File: src/hw/wkd_pkg.sv
package wkd_pkg;

    // ------------------------------------------------------------
    // Channels
    // ------------------------------------------------------------
    localparam int WKD_NUM_PINS = 3;
    localparam int WKD_NUM_ALT = 2;
    localparam int WKD_NUM_CHAN = WKD_NUM_PINS + WKD_NUM_ALT;

    // ------------------------------------------------------------
    // Timing
    // ------------------------------------------------------------
    localparam int WKD_CLK_PERIOD_NS = 100;
    localparam int WKD_FILT_SHORT_NS = 16000;
    localparam int WKD_FILT_LONG_NS = 64000;
    localparam int WKD_FILT_SHORT_CYC =
        (WKD_FILT_SHORT_NS + WKD_CLK_PERIOD_NS - 1) / WKD_CLK_PERIOD_NS;
    localparam int WKD_FILT_LONG_CYC =
        (WKD_FILT_LONG_NS + WKD_CLK_PERIOD_NS - 1) / WKD_CLK_PERIOD_NS;
    localparam int WKD_CNT_W = 10;

    // ------------------------------------------------------------
    // Register map (byte addresses)
    // ------------------------------------------------------------
    localparam int WKD_ADDR_W = 8;
    localparam logic [7:0] WKD_OFS_ENABLE = 8'h00;
    localparam logic [7:0] WKD_OFS_PULL = 8'h04;
    localparam logic [7:0] WKD_OFS_FILTER = 8'h08;
    localparam logic [7:0] WKD_OFS_SRC = 8'h0C;
    localparam logic [7:0] WKD_OFS_ALT_SRC = 8'h10;
    localparam logic [7:0] WKD_OFS_LEVEL = 8'h14;
    localparam logic [7:0] WKD_OFS_MASK = 8'h18;
    localparam logic [7:0] WKD_OFS_ALT_EN = 8'h1C;

    // Field positions
    localparam int WKD_SRC_LSB = 0;
    localparam int WKD_ALT_LSB = 3;

    // Reset values
    localparam logic [2:0] WKD_RST_ENABLE = 3'h0;
    localparam logic [5:0] WKD_RST_PULL = 6'h00;
    localparam logic [5:0] WKD_RST_FILTER = 6'h00;
    localparam logic [4:0] WKD_RST_MASK = 5'h00;
    localparam logic [1:0] WKD_RST_ALT_EN = 2'h0;

    // ------------------------------------------------------------
    // Encodings
    // ------------------------------------------------------------
    typedef enum logic [1:0] {
        WKD_PULL_NONE = 2'b00,
        WKD_PULL_DOWN = 2'b01,
        WKD_PULL_UP = 2'b10,
        WKD_PULL_AUTO = 2'b11
    } wkd_pull_t;

    typedef enum logic [1:0] {
        WKD_FLT_STATIC_SHORT = 2'b00,
        WKD_FLT_STATIC_LONG = 2'b01,
        WKD_FLT_CYCLIC_A = 2'b10,
        WKD_FLT_CYCLIC_B = 2'b11
    } wkd_filter_t;

    typedef enum logic [1:0] {
        WKD_MODE_NORMAL = 2'b00,
        WKD_MODE_STOP = 2'b01,
        WKD_MODE_SLEEP = 2'b10,
        WKD_MODE_FAILSAFE = 2'b11
    } wkd_power_t;

    typedef struct packed {
        logic [WKD_ADDR_W-1:0] addr;
        logic write;
        logic [31:0] wdata;
    } wkd_apb_req_t;

endpackage

File: src/hw/wkd_filter.sv
`timescale 1ns/100ps
module wkd_filter
    import wkd_pkg::*;
(
    input wire logic ref_clk_in,
    input wire logic rst_in,
    input wire logic pin_in,
    input wire logic long_filter_in,
    input wire logic active_in,
    output logic event_out,
    output logic level_out
);

    logic [WKD_CNT_W-1:0] cnt;
    logic [WKD_CNT_W-1:0] limit;
    logic differs;
    logic done;

    assign limit = long_filter_in ? WKD_CNT_W'(WKD_FILT_LONG_CYC - 1)
                                  : WKD_CNT_W'(WKD_FILT_SHORT_CYC - 1);
    assign differs = pin_in != level_out;
    assign done = differs && (cnt == limit);

    // Crossing back before expiry restarts the interval
    always_ff @(posedge ref_clk_in or posedge rst_in)
    begin
        if (rst_in)
        begin
            cnt <= '0;
            level_out <= 1'b0;
            event_out <= 1'b0;
        end
        else
        begin
            event_out <= active_in && done;
            if (!active_in || !differs)
                cnt <= '0;
            else if (done)
            begin
                cnt <= '0;
                level_out <= pin_in;
            end
            else
                cnt <= cnt + 1'b1;
        end
    end
endmodule // wkd_filter

File: src/hw/wkd_wake_input.sv
`timescale 1ns/100ps
// Behaviour
// Both pin edges produce a wake signal
// Interrupt in normal/stop, wake in sleep/fail-safe
// Static always active, cyclic only in window
// Accept edge only if stable for filter
// Per-pin wake enable in control register
// Sticky per-pin wake source bit, readable
// Levels readable in normal/stop, cyclic sampled
// Fail-output wakes: short filter, separate status
// Pull field: none, down, up, auto
// Auto pull follows detected pin level
// Filter field: short, long, cyclic A/B
// Host pairs cyclic timer with high-side output
// Three independent wake channels
module wkd_wake_input
    import wkd_pkg::*;
(
    input wire logic ref_clk_in,
    input wire logic rst_in,
    input wire logic apb_psel_in,
    input wire logic apb_penable_in,
    input wire logic apb_pwrite_in,
    input wire logic [WKD_ADDR_W-1:0] apb_paddr_in,
    input wire logic [31:0] apb_pwdata_in,
    output logic apb_pready_out,
    output logic [31:0] apb_prdata_out,
    output logic apb_pslverr_out,
    input wire logic [WKD_NUM_PINS-1:0] wake_pin_in,
    input wire logic [WKD_NUM_ALT-1:0] fail_output_pins_in,
    input wire logic cyclic_timer_a_window_in,
    input wire logic cyclic_timer_b_window_in,
    input wire logic [1:0] power_mode_in,
    output logic [WKD_NUM_PINS-1:0] pull_up_out,
    output logic [WKD_NUM_PINS-1:0] pull_down_out,
    output logic irq_out,
    output logic wake_request_out
);

    // ------------------------------------------------------------
    // Registers
    // ------------------------------------------------------------
    logic [WKD_NUM_PINS-1:0] wake_enable_control;
    logic [2*WKD_NUM_PINS-1:0] wake_pull_control;
    logic [2*WKD_NUM_PINS-1:0] wake_filter_control;
    logic [WKD_NUM_PINS-1:0] wake_source_status;
    logic [WKD_NUM_ALT-1:0] alt_wake_source_status;
    logic [WKD_NUM_ALT-1:0] alt_wake_enable;
    logic [WKD_NUM_CHAN-1:0] irq_mask;

    // ------------------------------------------------------------
    // Bus decode
    // ------------------------------------------------------------
    wkd_apb_req_t req;
    logic setup_phase;
    logic wr_commit;
    logic hit_enable;
    logic hit_pull;
    logic hit_filter;
    logic hit_src;
    logic hit_alt_src;
    logic hit_level;
    logic hit_mask;
    logic hit_alt_en;
    logic hit_any;
    logic [31:0] next_rdata;

    assign req = '{addr: apb_paddr_in, write: apb_pwrite_in,
                   wdata: apb_pwdata_in};
    assign setup_phase = apb_psel_in && !apb_penable_in;
    assign wr_commit = apb_psel_in && apb_penable_in && apb_pready_out
                       && req.write;
    assign hit_enable = req.addr == WKD_OFS_ENABLE;
    assign hit_pull = req.addr == WKD_OFS_PULL;
    assign hit_filter = req.addr == WKD_OFS_FILTER;
    assign hit_src = req.addr == WKD_OFS_SRC;
    assign hit_alt_src = req.addr == WKD_OFS_ALT_SRC;
    assign hit_level = req.addr == WKD_OFS_LEVEL;
    assign hit_mask = req.addr == WKD_OFS_MASK;
    assign hit_alt_en = req.addr == WKD_OFS_ALT_EN;
    assign hit_any = hit_enable || hit_pull || hit_filter || hit_src
                     || hit_alt_src || hit_level || hit_mask || hit_alt_en;

    // ------------------------------------------------------------
    // Channels
    // ------------------------------------------------------------
    logic [WKD_NUM_CHAN-1:0] chan_pin;
    logic [WKD_NUM_CHAN-1:0] chan_long;
    logic [WKD_NUM_CHAN-1:0] chan_active;
    logic [WKD_NUM_CHAN-1:0] chan_event;
    logic [WKD_NUM_CHAN-1:0] chan_level;
    logic irq_mode;

    assign irq_mode = power_mode_in == WKD_MODE_NORMAL
                      || power_mode_in == WKD_MODE_STOP;
    assign chan_pin = {fail_output_pins_in, wake_pin_in};

    genvar g;
    generate
        for (g = 0; g < WKD_NUM_PINS; g++)
        begin : g_pin
            wkd_filter_t flt;
            assign flt = wkd_filter_t'(wake_filter_control[2*g +: 2]);
            assign chan_long[g] = flt == WKD_FLT_STATIC_LONG;
            // Cyclic pins listen only inside their timer window
            assign chan_active[g] =
                (flt == WKD_FLT_CYCLIC_A) ? cyclic_timer_a_window_in :
                (flt == WKD_FLT_CYCLIC_B) ? cyclic_timer_b_window_in :
                1'b1;
        end
        for (g = WKD_NUM_PINS; g < WKD_NUM_CHAN; g++)
        begin : g_alt
            assign chan_long[g] = 1'b0;
            assign chan_active[g] = alt_wake_enable[g-WKD_NUM_PINS];
        end
        for (g = 0; g < WKD_NUM_CHAN; g++)
        begin : g_chan
            wkd_filter u_filter (
                .ref_clk_in(ref_clk_in),
                .rst_in(rst_in),
                .pin_in(chan_pin[g]),
                .long_filter_in(chan_long[g]),
                .active_in(chan_active[g]),
                .event_out(chan_event[g]),
                .level_out(chan_level[g])
            );
        end
    endgenerate

    // ------------------------------------------------------------
    // Status and events
    // ------------------------------------------------------------
    logic [WKD_NUM_PINS-1:0] src_set;
    logic [WKD_NUM_ALT-1:0] alt_set;
    logic [WKD_NUM_PINS-1:0] src_clr;
    logic [WKD_NUM_ALT-1:0] alt_clr;
    logic [WKD_NUM_PINS-1:0] next_src;
    logic [WKD_NUM_ALT-1:0] next_alt;
    logic [WKD_NUM_CHAN-1:0] next_status;
    logic any_wake_event;

    assign src_set = chan_event[WKD_NUM_PINS-1:0]
                     & wake_enable_control;
    assign alt_set = chan_event[WKD_NUM_CHAN-1:WKD_NUM_PINS];
    assign src_clr = (wr_commit && hit_src)
                     ? apb_pwdata_in[WKD_NUM_PINS-1:0] : '0;
    assign alt_clr = (wr_commit && hit_alt_src)
                     ? apb_pwdata_in[WKD_NUM_ALT-1:0] : '0;
    // Set beats a clear that lands in the same cycle
    assign next_src = (wake_source_status & ~src_clr) | src_set;
    assign next_alt = (alt_wake_source_status & ~alt_clr) | alt_set;
    assign next_status = {next_alt, next_src};
    assign any_wake_event = |{alt_set, src_set};

    // ------------------------------------------------------------
    // Pull sources
    // ------------------------------------------------------------
    logic [WKD_NUM_PINS-1:0] next_pu;
    logic [WKD_NUM_PINS-1:0] next_pd;

    generate
        for (g = 0; g < WKD_NUM_PINS; g++)
        begin : g_pull
            wkd_pull_t sel;
            assign sel = wkd_pull_t'(wake_pull_control[2*g +: 2]);
            assign next_pu[g] = sel == WKD_PULL_UP
                || (sel == WKD_PULL_AUTO && chan_level[g]);
            assign next_pd[g] = sel == WKD_PULL_DOWN
                || (sel == WKD_PULL_AUTO && !chan_level[g]);
        end
    endgenerate

    // ------------------------------------------------------------
    // Read mux
    // ------------------------------------------------------------
    // Levels are hidden outside normal/stop
    assign next_rdata =
        hit_enable ? 32'(wake_enable_control) :
        hit_pull ? 32'(wake_pull_control) :
        hit_filter ? 32'(wake_filter_control) :
        hit_src ? 32'(wake_source_status) :
        hit_alt_src ? 32'(alt_wake_source_status) :
        hit_level ? 32'(irq_mode ? chan_level[WKD_NUM_PINS-1:0]
                                 : 3'h0) :
        hit_mask ? 32'(irq_mask) :
        hit_alt_en ? 32'(alt_wake_enable) :
        32'h0000_0000;

    // ------------------------------------------------------------
    // Bus slave
    // ------------------------------------------------------------
    always_ff @(posedge ref_clk_in or posedge rst_in)
    begin
        if (rst_in)
        begin
            apb_pready_out <= 1'b0;
            apb_prdata_out <= 32'h0000_0000;
            apb_pslverr_out <= 1'b0;
        end
        else
        begin
            // No wait state: ready and read data are registered in the setup cycle
            apb_pready_out <= setup_phase;
            if (setup_phase)
            begin
                apb_prdata_out <= req.write ? 32'h0000_0000 : next_rdata;
                apb_pslverr_out <= !hit_any;
            end
        end
    end

    always_ff @(posedge ref_clk_in or posedge rst_in)
    begin
        if (rst_in)
        begin
            wake_enable_control <= WKD_RST_ENABLE;
            wake_pull_control <= WKD_RST_PULL;
            wake_filter_control <= WKD_RST_FILTER;
            irq_mask <= WKD_RST_MASK;
            alt_wake_enable <= WKD_RST_ALT_EN;
        end
        else if (wr_commit)
        begin
            if (hit_enable)
                wake_enable_control <= apb_pwdata_in[2:0];
            if (hit_pull)
                wake_pull_control <= apb_pwdata_in[5:0];
            if (hit_filter)
                wake_filter_control <= apb_pwdata_in[5:0];
            if (hit_mask)
                irq_mask <= apb_pwdata_in[4:0];
            if (hit_alt_en)
                alt_wake_enable <= apb_pwdata_in[1:0];
        end
    end

    // ------------------------------------------------------------
    // Status, pulls and outputs
    // ------------------------------------------------------------
    always_ff @(posedge ref_clk_in or posedge rst_in)
    begin
        if (rst_in)
        begin
            wake_source_status <= '0;
            alt_wake_source_status <= '0;
            pull_up_out <= '0;
            pull_down_out <= '0;
            irq_out <= 1'b0;
            wake_request_out <= 1'b0;
        end
        else
        begin
            wake_source_status <= next_src;
            alt_wake_source_status <= next_alt;
            pull_up_out <= next_pu;
            pull_down_out <= next_pd;
            irq_out <= irq_mode && |(next_status & ~irq_mask);
            wake_request_out <= !irq_mode && any_wake_event;
        end
    end
endmodule // wkd_wake_input

File: config.mk
export PLATFORM = sky130hd
export DESIGN_NAME = wkd_wake_input
export DESIGN_NICKNAME = d
export VERILOG_FILES = /design/src/hw/wkd_pkg.sv /design/src/hw/wkd_filter.sv /design/src/hw/wkd_wake_input.sv
export SDC_FILE = /design/constraint.sdc
export NUM_CORES = 1
export LEC_CHECK = 0
export BUFFER_PORTS_ARGS = -buffer_cell sky130_fd_sc_hd__buf_4
export CORE_AREA = 2 2 82 162
export CTS_BUF_LIST = sky130_fd_sc_hd__clkbuf_8
export DETAILED_ROUTE_END_ITERATION = 12
export DIE_AREA = 0 0 84 164
export PLACE_DENSITY = 0.64
export SLEW_MARGIN = 40
export SYNTH_ARGS = -nofsm -noshare
export SYNTH_HDL_FRONTEND = slang
export SYNTH_SLANG_ARGS = --single-unit
File: constraint.sdc
create_clock -name ref_clk_in -period 3.7 [get_ports ref_clk_in]
set_clock_uncertainty 0.05 [all_clocks]
set_input_delay 0.555 -clock ref_clk_in [delete_from_list [all_inputs] [get_ports ref_clk_in]]
set_output_delay 0.555 -clock ref_clk_in [all_outputs]
set_load 0.005 [all_outputs]
==> results of run 1 <==
[where the power goes]
group | switching (mW) | leakage [nW] | internal (mW)
Sequential | 0.0201 | 1.40 | 1.15
Clock | 0.415 | 0.0900 | 0.320
Combinational | 0.104 | 1.05 | 0.0594
[layout by cell type, fill, tap and decap left out, types with 9 or more instances in the layout]
master / instances
sky130_fd_sc_hd__nor2_1: 64
sky130_fd_sc_hd__buf_4: 44
sky130_fd_sc_hd__a21oi_1: 17
sky130_fd_sc_hd__nand2b_1: 12
sky130_fd_sc_hd__inv_1: 15
sky130_fd_sc_hd__clkbuf_8: 9
sky130_fd_sc_hd__nand2_1: 24
sky130_fd_sc_hd__conb_1: 26
sky130_fd_sc_hd__nand3_1: 18
sky130_fd_sc_hd__nand4_1: 15
sky130_fd_sc_hd__xor2_1: 18
sky130_fd_sc_hd__xnor2_1: 27
sky130_fd_sc_hd__a21boi_0: 9
sky130_fd_sc_hd__mux2_2: 28
sky130_fd_sc_hd__nor2b_1: 11
sky130_fd_sc_hd__dfrtp_1: 103
[through the flow]
| stage | instance area (um2) | util | hold slack [ns] |
|---|---|---|---|
| finish | 5830 | 0.464 | 0.203 |
| detailed placement | 5620 | 0.448 | 0.419 |
| global route | 5830 | 0.464 | 0.235 |
| floorplan | 5330 | - | 0.393 |
| global placement | 5620 | 0.448 | 0.416 |
| CTS | 5820 | 0.464 | 0.313 |
[flip-flops by register name (all words and copies together) (netlist names)]
name,cells
g_chan.u_filter.cnt,50
apb_prdata_out,6
wake_filter_control,6
wake_pull_control,6
g_chan.u_filter.event_out,5
g_chan.u_filter.level_out,5
irq_mask,5
pull_down_out,3
pull_up_out,3
wake_enable_control,3
wake_source_status,3
alt_wake_enable,2
alt_wake_source_status,2
apb_pready_out,1
apb_pslverr_out,1
irq_out,1
wake_request_out,1
[metal layers]
layer / share of wire / wire (um)
met1: 0.36 / 4110
met2: 0.56 / 6490
met3: 0.036 / 420
met4: 0.047 / 546
met5: 0 / 0
[layout make-up]
type | instances | share of cell area
clock inverters | 7 | 0.0137
well taps | 150 | 0.0322
inverters | 16 | 0.0112
clock buffers | 9 | 0.0213
repair buffers | 44 | 0.0567
multi-input cells | 365 | 0.422
flip-flops and latches | 103 | 0.442
[cells by family (layout without fill, tap and decap cells)]
kind of cell / count (synthesis) / in the layout / synth area share
AOI/OAI and AO/OA: 65 / 65 / 0.0944
xor gates and xnor gates: 45 / 45 / 0.0753
adders and majority gates: 5 / 5 / 0.0120
buffers and inverters: 49 / 76 / 0.0552
DFF: 103 / 103 / 0.492
muxes: 36 / 36 / 0.0755
other: 1 / 26 / 0.000717
and+or+nand+nor: 188 / 188 / 0.194
[path summary, 6_finish.rpt]
check	from	endpoint	cells past startpoint	slack, ns
hold / removal	rst_in	g_chan[3].u_filter.cnt[3]	2	0.20
hold reg to reg	g_chan[3].u_filter.cnt[0]	g_chan[3].u_filter.cnt[0]	1	0.43
setup / recovery	apb_paddr_in[4]	wake_filter_control[3]	4	1.71
min in group ref_clk_in	power_mode_in[1]	irq_out	2	0.33
setup reg to reg	g_chan[2].u_filter.cnt[0]	g_chan[2].u_filter.level_out	5	1.72
max in group asynchronous	rst_in	g_chan[1].u_filter.cnt[2]	3	2.70
==> metrics, run 1 <==
ratio of final minimum period to clock period=0.539; area enclosed by the die boundary=13800 um2; Congestion Overflow GR=0; number of setup violations in the final report=0; starting density of the core=0.417; clock-pin transition on the worst setup and hold timing paths=about 0.10 ns; count of boundary I/O pins=96; Critical Path Start Type=input port; main area contributors after synthesis=sky130_fd_sc_hd__dfrtp_1, sky130_fd_sc_hd__mux2_2, sky130_fd_sc_hd__nor2_1, sky130_fd_sc_hd__xnor2_1, sky130_fd_sc_hd__buf_4; final total negative setup slack=0 ns; maximum single-stage delay on the critical path=0.52 ns; clock tree from TritonCTS=done; final antenna-violating net count=0; area of the multi-input gates=2460 um2; Synth Warn #=0; area fraction of the dominant cell type after synthesis=0.492; cell at the root of the clock tree=sky130_fd_sc_hd__clkbuf_8; number of pins exceeding their max-slew limit in the final report=0; Worst setup EP type=flop; setup repair after global routing missed its margin=false; count of input and output buffers=42; Resized cells post-CTS=0; Worst Max-Slew Pin Slew=approximately 0.84 ns; leakage power of the design=2.55 nW; result of the run=complete, no violations; Setup Slack @ Placement=1.36 ns; core region area=12600 um2; worst-path cell with the longest stage delay=sky130_fd_sc_hd__nand4_1; most frequently used flop master after synthesis=sky130_fd_sc_hd__dfrtp_1; DRC marker count from the first detailed-route iteration=174; clock buffer depth=2; vias in the first global route=3915; antenna diode instance count=0; area taken by flip-flops and latches=about 2600 um2; unique cell type count in the Yosys netlist=55; share of layout cells above drive strength 1=0.188; die extent in x=roughly 84 um; clock insertion delay at the later pin of the skew report=0.38 ns; TritonRoute pass-1 iters=4; Tmin final=1.99 ns; power density cells=about 350 nW/um2; HP Class=in -> async; most common cell in the netlist=sky130_fd_sc_hd__dfrtp_1; most instantiated cells after synthesis=sky130_fd_sc_hd__dfrtp_1, sky130_fd_sc_hd__nor2_1, sky130_fd_sc_hd__mux2_2; max-capacitance violation count=0; HPWL after DPL=about 8700 um; initial antenna violation count=0; class of the most critical setup path=in -> reg; Fill cells=1208; average detailed-routed wire length per instance=16.7 um; synth-to-layout area growth=11.3%; largest net degree at the start of global routing=67; global-route wire length before repair=19000 um; sink count of the clock tree=103; cells traversed along the worst timing path=buf_4 > nor4_4 > nand4_1 > mux2_2; Critical path buffers and inverters=1; H-tree depth=3; CTS buffer count=9; DRC errors left=0; largest fanout on the critical path=15; Post-Syn Area=5230 um2; Die Y=164 um; smallest setup slack after layout=1.71 ns; overall track demand over capacity in global routing=0.174; Arr. time, crit path=2.21 ns; Global Route met3 Usage=0.0276; headroom to the max-slew limit=0.432; total design power=2.06 mW; final instance count without filler cells=between 600 and 700; GRT met1 Usage=0.174; part of the Yosys area used for sequential elements=0.492; DR vias/cell=5.48; cell type with the largest total area after synthesis=sky130_fd_sc_hd__dfrtp_1; number of placement rows=58; Worst IR Drop VDD=0.000227 V; mean area per synthesized cell=10.6 um2; Synth async-reset ratio=1.00; Post-CTS Setup Bufs=0; number of hold buffers added after CTS=0; Largest delay share family, worst path=simple AND/OR/NAND/NOR gates; required time reported for the critical path endpoint=3.91 ns; via count=3801; global-route met2 utilization=0.336; cell count after synthesis=roughly 500; top achievable clock speed=502 MHz; gpl congestion=about 0.9; Cells after DPL=678; Post-synth EDFFs=0; Total Nets Final=roughly 600; DRT Wirelength=approximately 12000 um; global route hottest layer=met2; Hold Vio Cnt, Final=0; register bit total from synthesis=around 100
Note: power is estimated with default switching activity, not from simulation.
==> run 2, diff against run 1 <==
Clock period 3.7 ns to 1.9 ns, I/O delays scaled along.
==> metrics, run 2 (synthesis results as in run 1) <==
result of the run=finished with violations; failing checks=negative setup slack; count of input and output buffers=42 (unchanged); Total Nets Final=627 (+4.8%); die extent in x=84 um (unchanged); required time reported for the critical path endpoint=2.10 ns (-1.81 ns); vias in the first global route=3996 (+2.1%); Worst Max-Slew Pin Slew=0.513 ns (-0.332 ns); Tmin final=approximately 1.9 ns; Placement Cell Area=5800 um2 (+3.2%); DRT Wirelength=11900 um (+3.0%); path depth of the worst reg2reg path=5 (unchanged); ratio of final minimum period to clock period=1.01; clock-pin transition on the worst setup and hold timing paths=0.10 ns (about the same); DR vias/cell=5.37 (-2.0%); average detailed-routed wire length per instance=16.5 um (-1.1%); CTS buffer count=9 (unchanged); number of placement rows=58 (unchanged); sink count of the clock tree=103 (unchanged); overall track demand over capacity in global routing=0.180 (+0.00638); smallest setup slack after layout=-0.0260 ns (-1.73 ns); Cells after DPL=700 (+3.2%); Global Route met3 Usage=0.0196 (-0.00804); HPWL after DPL=9260 um (+6.3%); via count=3882 (+2.1%); register containing the most flip-flops in the final layout=g_chan.u_filter.cnt; most frequent cells in the layout=sky130_fd_sc_hd__dfrtp_1, sky130_fd_sc_hd__buf_4, sky130_fd_sc_hd__nor2_1; clock buffer depth=2 (unchanged); final antenna-violating net count=0 (unchanged); global-route met2 utilization=0.337 (+0.00109); H-tree depth=3 (unchanged); final instance count without filler cells=723 (+4.2%); gpl congestion=0.913 (+2.3%); core region area=12600 um2 (unchanged); setup repair after global routing missed its margin=true; clock tree from TritonCTS=done; class of the most critical setup path=reg -> reg; antenna diode instance count=0 (unchanged); starting density of the core=0.417 (unchanged); area enclosed by the die boundary=13800 um2 (unchanged); clock insertion delay at the later pin of the skew report=0.37 ns (about the same); number of pins exceeding their max-slew limit in the final report=0 (unchanged); synth-to-layout area growth=15.6%; most common cell after layout, fill and taps aside=sky130_fd_sc_hd__dfrtp_1; DRC errors left=0 (unchanged); Die Y=164 um (unchanged); share of layout cells above drive strength 1=0.229 (+0.0411); Worst IR Drop VDD=0.000352 V (+55%); largest net degree at the start of global routing=47 (-30%); cells traversed along the worst timing path=ha_2 > nand4_1 > a2111o_1 > a211oi_2 > mux2_4; final std cell area, no fill=6050 um2 (+3.8%); count of boundary I/O pins=96 (unchanged); Worst setup EP type=flop; Congestion Overflow GR=0 (unchanged); largest fanout on the critical path=3 (-12); worst-path cell with the longest stage delay=sky130_fd_sc_hd__a2111o_1; HP Class=in -> reg; initial antenna violation count=0 (unchanged); flip-flop count of the largest register, all copies and words added=50 (unchanged); power density cells=643 nW/um2 (+81%); cell at the root of the clock tree=sky130_fd_sc_hd__clkbuf_8; global route hottest layer=met2; worst hold path cell count=2; DRC marker count from the first detailed-route iteration=145 (-17%); Hold Vio Cnt, Final=0 (unchanged); Arr. time, crit path=2.13 ns (-0.08 ns); leakage power of the design=2.69 nW (+5.6%); TritonRoute pass-1 iters=4 (unchanged); GRT met1 Usage=0.183 (+0.00917); top achievable clock speed=519 MHz; max-capacitance violation count=0 (unchanged); hold slack final=0.0599 ns (-0.143 ns); global-route wire length before repair=19700 um (+3.6%); maximum single-stage delay on the critical path=0.44 ns (-0.08 ns); headroom to the max-slew limit=0.658 (+0.226); number of setup violations in the final report=1 (+1); total design power=3.89 mW (+88%); Critical Path Start Type=flop
==> run 2: cell types whose count changed in the layout (fill, tap and decap cells not counted), sizes merged <==
cell / change
clkinv: +3
clkbuf: +1
inv: -2
buf: +28
dlygate4sd3: +1
clkinvlp: -1
bufinv: -1
==> run 2: repair_timing <==
item | CTS | global route
hold buffers | 1 | 0
pin swaps | 0 | 8
endpoints found under the hold margin | 19 | 0
setup endpoints to repair | 1 | 7
gates resized for setup | 0 | 5
setup buffers | 1 | 5
==> run 2: layer usage <==
metal | wire (um) | vias up
met4 | 793 | 0
met2 | 6500 | 87
met3 | 317 | 36
li1 | - | 1839
met1 | 4300 | 1920
met5 | 0 | -
==> run 2: where the power goes <==
group	internal, mW	total [mW]	switching (mW)
registers	2.23	2.27	0.0353
clock network	0.506	1.26	0.752
logic	0.151	0.365	0.215
total	2.89	3.89	1.00
==> run 2: through the flow <==
stage / worst slack [ns] / setup TNS [ns] / utilization
2_1_floorplan: 0.116 / 0 / -
3_3_place_gp: 0.0844 / 0 / 0.462
3_5_place_dp: 0.00178 / 0 / 0.462
4_1_cts: 0.00920 / 0 / 0.477
5_1_grt: -0.116 / -0.130 / 0.482
6_report: -0.0260 / -0.0260 / 0.482
==> run 2: critical path: cells and delay by family (launching register included) <==
family	cells	cell delay, ns
fa+ha+maj	1	0.21
mux	1	0.33
simple gates	1	0.13
compound gates	2	0.74
flops	1	0.36
==> run 2: layout make-up <==
type                       count  area (um2)
tap                          150         188
clock inverter                 6        37.5
multi-input combinational    365        2480
inverter                      16        63.8
timing repair buffer          73         563
clock buffer                  10         138
fill                        1182        6510
sequential                   103        2580
==> run 2: path summary, 6_finish.rpt <==
check / start / endpoint / slack (ns)
worst max-delay path: g_chan[2].u_filter.cnt[1] / g_chan[2].u_filter.level_out / -0.03
max in group asynchronous: rst_in / g_chan[4].u_filter.cnt[5] / 0.72
worst min register to register: g_chan[0].u_filter.cnt[0] / g_chan[0].u_filter.cnt[0] / 0.44
min in group asynchronous: rst_in / g_chan[2].u_filter.cnt[4] / 0.45
worst max register to register: g_chan[2].u_filter.cnt[1] / g_chan[2].u_filter.level_out / -0.03
worst min-delay path: power_mode_in[1] / irq_out / 0.06
==> run 3, diff against run 2 <==
==> constraint.sdc (replaced) <==
create_clock -name ref_clk_in -period 1.9 [get_ports ref_clk_in]
set_clock_uncertainty 0.05 [all_clocks]
set_input_delay 0.38 -clock ref_clk_in [delete_from_list [all_inputs] [get_ports ref_clk_in]]
set_output_delay 0.38 -clock ref_clk_in [all_outputs]
set_load 0.005 [all_outputs]
==> metrics, run 3 (synthesis results as in run 1) <==
leakage power of the design=2.76 nW (+2.6%); die extent in x=84 um (unchanged); number of placement rows=58 (unchanged); Congestion Overflow GR=0 (unchanged); clock tree from TritonCTS=done; clock insertion delay at the later pin of the skew report=0.37 ns (about the same); synth-to-layout area growth=18.2%; via count=3881 (-0.026%); smallest setup slack after layout=0.0468 ns (+0.0728 ns); worst-path cell with the longest stage delay=sky130_fd_sc_hd__dfrtp_1; HP Class=in -> reg; register containing the most flip-flops in the final layout=g_chan.u_filter.cnt; Die Y=164 um (unchanged); Fill cells=1193 (+0.93%); starting density of the core=0.417 (unchanged); antenna diode instance count=0 (unchanged); average detailed-routed wire length per instance=15.9 um (-3.2%); count of input and output buffers=42 (unchanged); count of boundary I/O pins=96 (unchanged); Total Nets Final=634 (+1.1%); H-tree depth=3 (unchanged); HPWL after DPL=8940 um (-3.4%); share of layout cells above drive strength 1=0.241 (+0.0128); result of the run=complete, no violations; flip-flop count of the largest register, all copies and words added=50 (unchanged); DRC errors left=0 (unchanged); Worst IR Drop VDD=0.000581 V (+65%); required time reported for the critical path endpoint=2.11 ns (about the same); startpoint of the most critical hold path=power_mode_in[1]; worst hold path cell count=2 (unchanged); top achievable clock speed=540 MHz (+3.9%); global-route wire length before repair=19200 um (-2.3%); most frequent cells in the layout=sky130_fd_sc_hd__dfrtp_1, sky130_fd_sc_hd__buf_4, sky130_fd_sc_hd__nor2_1; ratio of final minimum period to clock period=0.975 (-0.0383); total design power=4.25 mW (+9.3%); hold slack final=0.156 ns (+0.0963 ns); Critical Path Start Type=flop; cells traversed along the worst timing path=ha_2 > nand4_1 > a2111o_1 > a211oi_2 > mux2_4; Setup Slack @ Placement=-0.00839 ns (-0.0102 ns); core region area=12600 um2 (unchanged); Cells after DPL=705 (+0.71%); overall track demand over capacity in global routing=0.176 (-0.00400); maximum single-stage delay on the critical path=0.40 ns (-0.04 ns); reg-to-reg setup timing slack=0.05 ns (+0.07 ns); clock buffer depth=2 (unchanged); CTS buffer count=9 (unchanged); DR vias/cell=5.32 (-0.98%); power density cells=687 nW/um2 (+6.9%); worst reg2reg startpoint=g_chan[1].u_filter.cnt[0]; number of setup violations in the final report=0 (-1); final instance count without filler cells=730 (+0.97%); class of the most critical setup path=reg -> reg; clock-pin transition on the worst setup and hold timing paths=0.09 ns (about the same); final antenna-violating net count=0 (unchanged); final total negative setup slack=0 ns (+0.0260 ns); Hold EP=irq_out; setup repair after global routing missed its margin=true; largest net degree at the start of global routing=38 (-19%); sink count of the clock tree=103 (unchanged); Crit Reg-Reg Endpoint=g_chan[1].u_filter.level_out; Worst setup EP type=flop; gpl congestion=0.896 (-1.9%); number of pins exceeding their max-slew limit in the final report=0 (unchanged); max-capacitance violation count=0 (unchanged); DRT Wirelength=11600 um (-2.2%); DRC marker count from the first detailed-route iteration=213 (+47%); initial antenna violation count=0 (unchanged); cell at the root of the clock tree=sky130_fd_sc_hd__clkbuf_8; vias in the first global route=3939 (-1.4%); largest fanout on the critical path=4 (+1); Tmin final=1.85 ns (-0.0728 ns); Hold Vio Cnt, Final=0 (unchanged); area enclosed by the die boundary=13800 um2 (unchanged); Arr. time, crit path=2.06 ns (-0.07 ns); most common cell after layout, fill and taps aside=sky130_fd_sc_hd__dfrtp_1; area of the multi-input gates=2490 um2 (+0.35%); area taken by flip-flops and latches=2580 um2 (unchanged); TritonRoute pass-1 iters=4 (unchanged); path depth of the worst reg2reg path=5 (unchanged)
## run 3: cell types whose count changed in the layout (fill, tap and decap cells not counted), sizes merged
cell / before / now
clkinvlp: 3 / 2
inv: 16 / 15
buf: 72 / 79
bufinv: 0 / 2
clkinv: 3 / 1
clkbuf: 10 / 12
## run 3: power by group
part / total (mW) / internal, mW / switching [mW] / leakage [nW]
sequential: 2.27 / 2.23 / 0.0406 / 1.40
clock: 1.60 / 0.853 / 0.745 / 0.119
combinational: 0.383 / 0.167 / 0.216 / 1.24
## run 3: how the worst max path moves through the flow
stage,end,cells after the start,start,slack (ns)
after floorplan,g_chan[0].u_filter.level_out,5,g_chan[0].u_filter.cnt[0],0.12
after detailed placement,g_chan[2].u_filter.level_out,5,g_chan[2].u_filter.cnt[0],-0.008
after global placement,g_chan[2].u_filter.level_out,5,g_chan[2].u_filter.cnt[0],0.04
after CTS,g_chan[2].u_filter.level_out,5,g_chan[2].u_filter.cnt[0],0.02
final,g_chan[1].u_filter.level_out,5,g_chan[1].u_filter.cnt[0],0.05
after global routing,g_chan[1].u_filter.level_out,5,g_chan[1].u_filter.cnt[0],-0.05
## run 3: timing repair
item,4_1_cts,5_1_grt
setup endpoints to repair,1,14
pin swaps,0,9
gates resized for setup,0,7
endpoints found under the hold margin,13,0
buffers inserted,1,7
hold buffers,1,0
## run 3: metal layers
layer	GRT usage	routed length [um]	vias up
met5	0	0	-
met4	0.0990	545	0
met3	0.0271	341	22
met2	0.333	6450	90
met1	0.182	4310	1916
li1	-	-	1853
## run 3: stage by stage
step / cell area (um2) / util
detailed placement: 5850 / 0.466
CTS: 6110 / 0.486
floorplan: 5330 / -
finish: 6190 / 0.493
global route: 6190 / 0.493
global placement: 5850 / 0.466
## run 3: layout make-up
type	instances	share of cell area
tap	150	0.0303
inverter	16	0.0103
clock inverter	4	0.0123
clock buffer	12	0.0267
multi-input combinational	365	0.402
sequential	103	0.416
timing repair buffer	80	0.101
## run 3: worst max-delay path: cells and delay by family, from the launching register on
| family | cells | cell delay (ns) |
|---|---|---|
| flip-flops | 1 | 0.40 |
| AND/OR/NAND/NOR | 1 | 0.12 |
| multiplexers | 1 | 0.32 |
| AO/OA/AOI/OAI | 2 | 0.65 |
| adder cells (fa/ha/maj) | 1 | 0.19 |
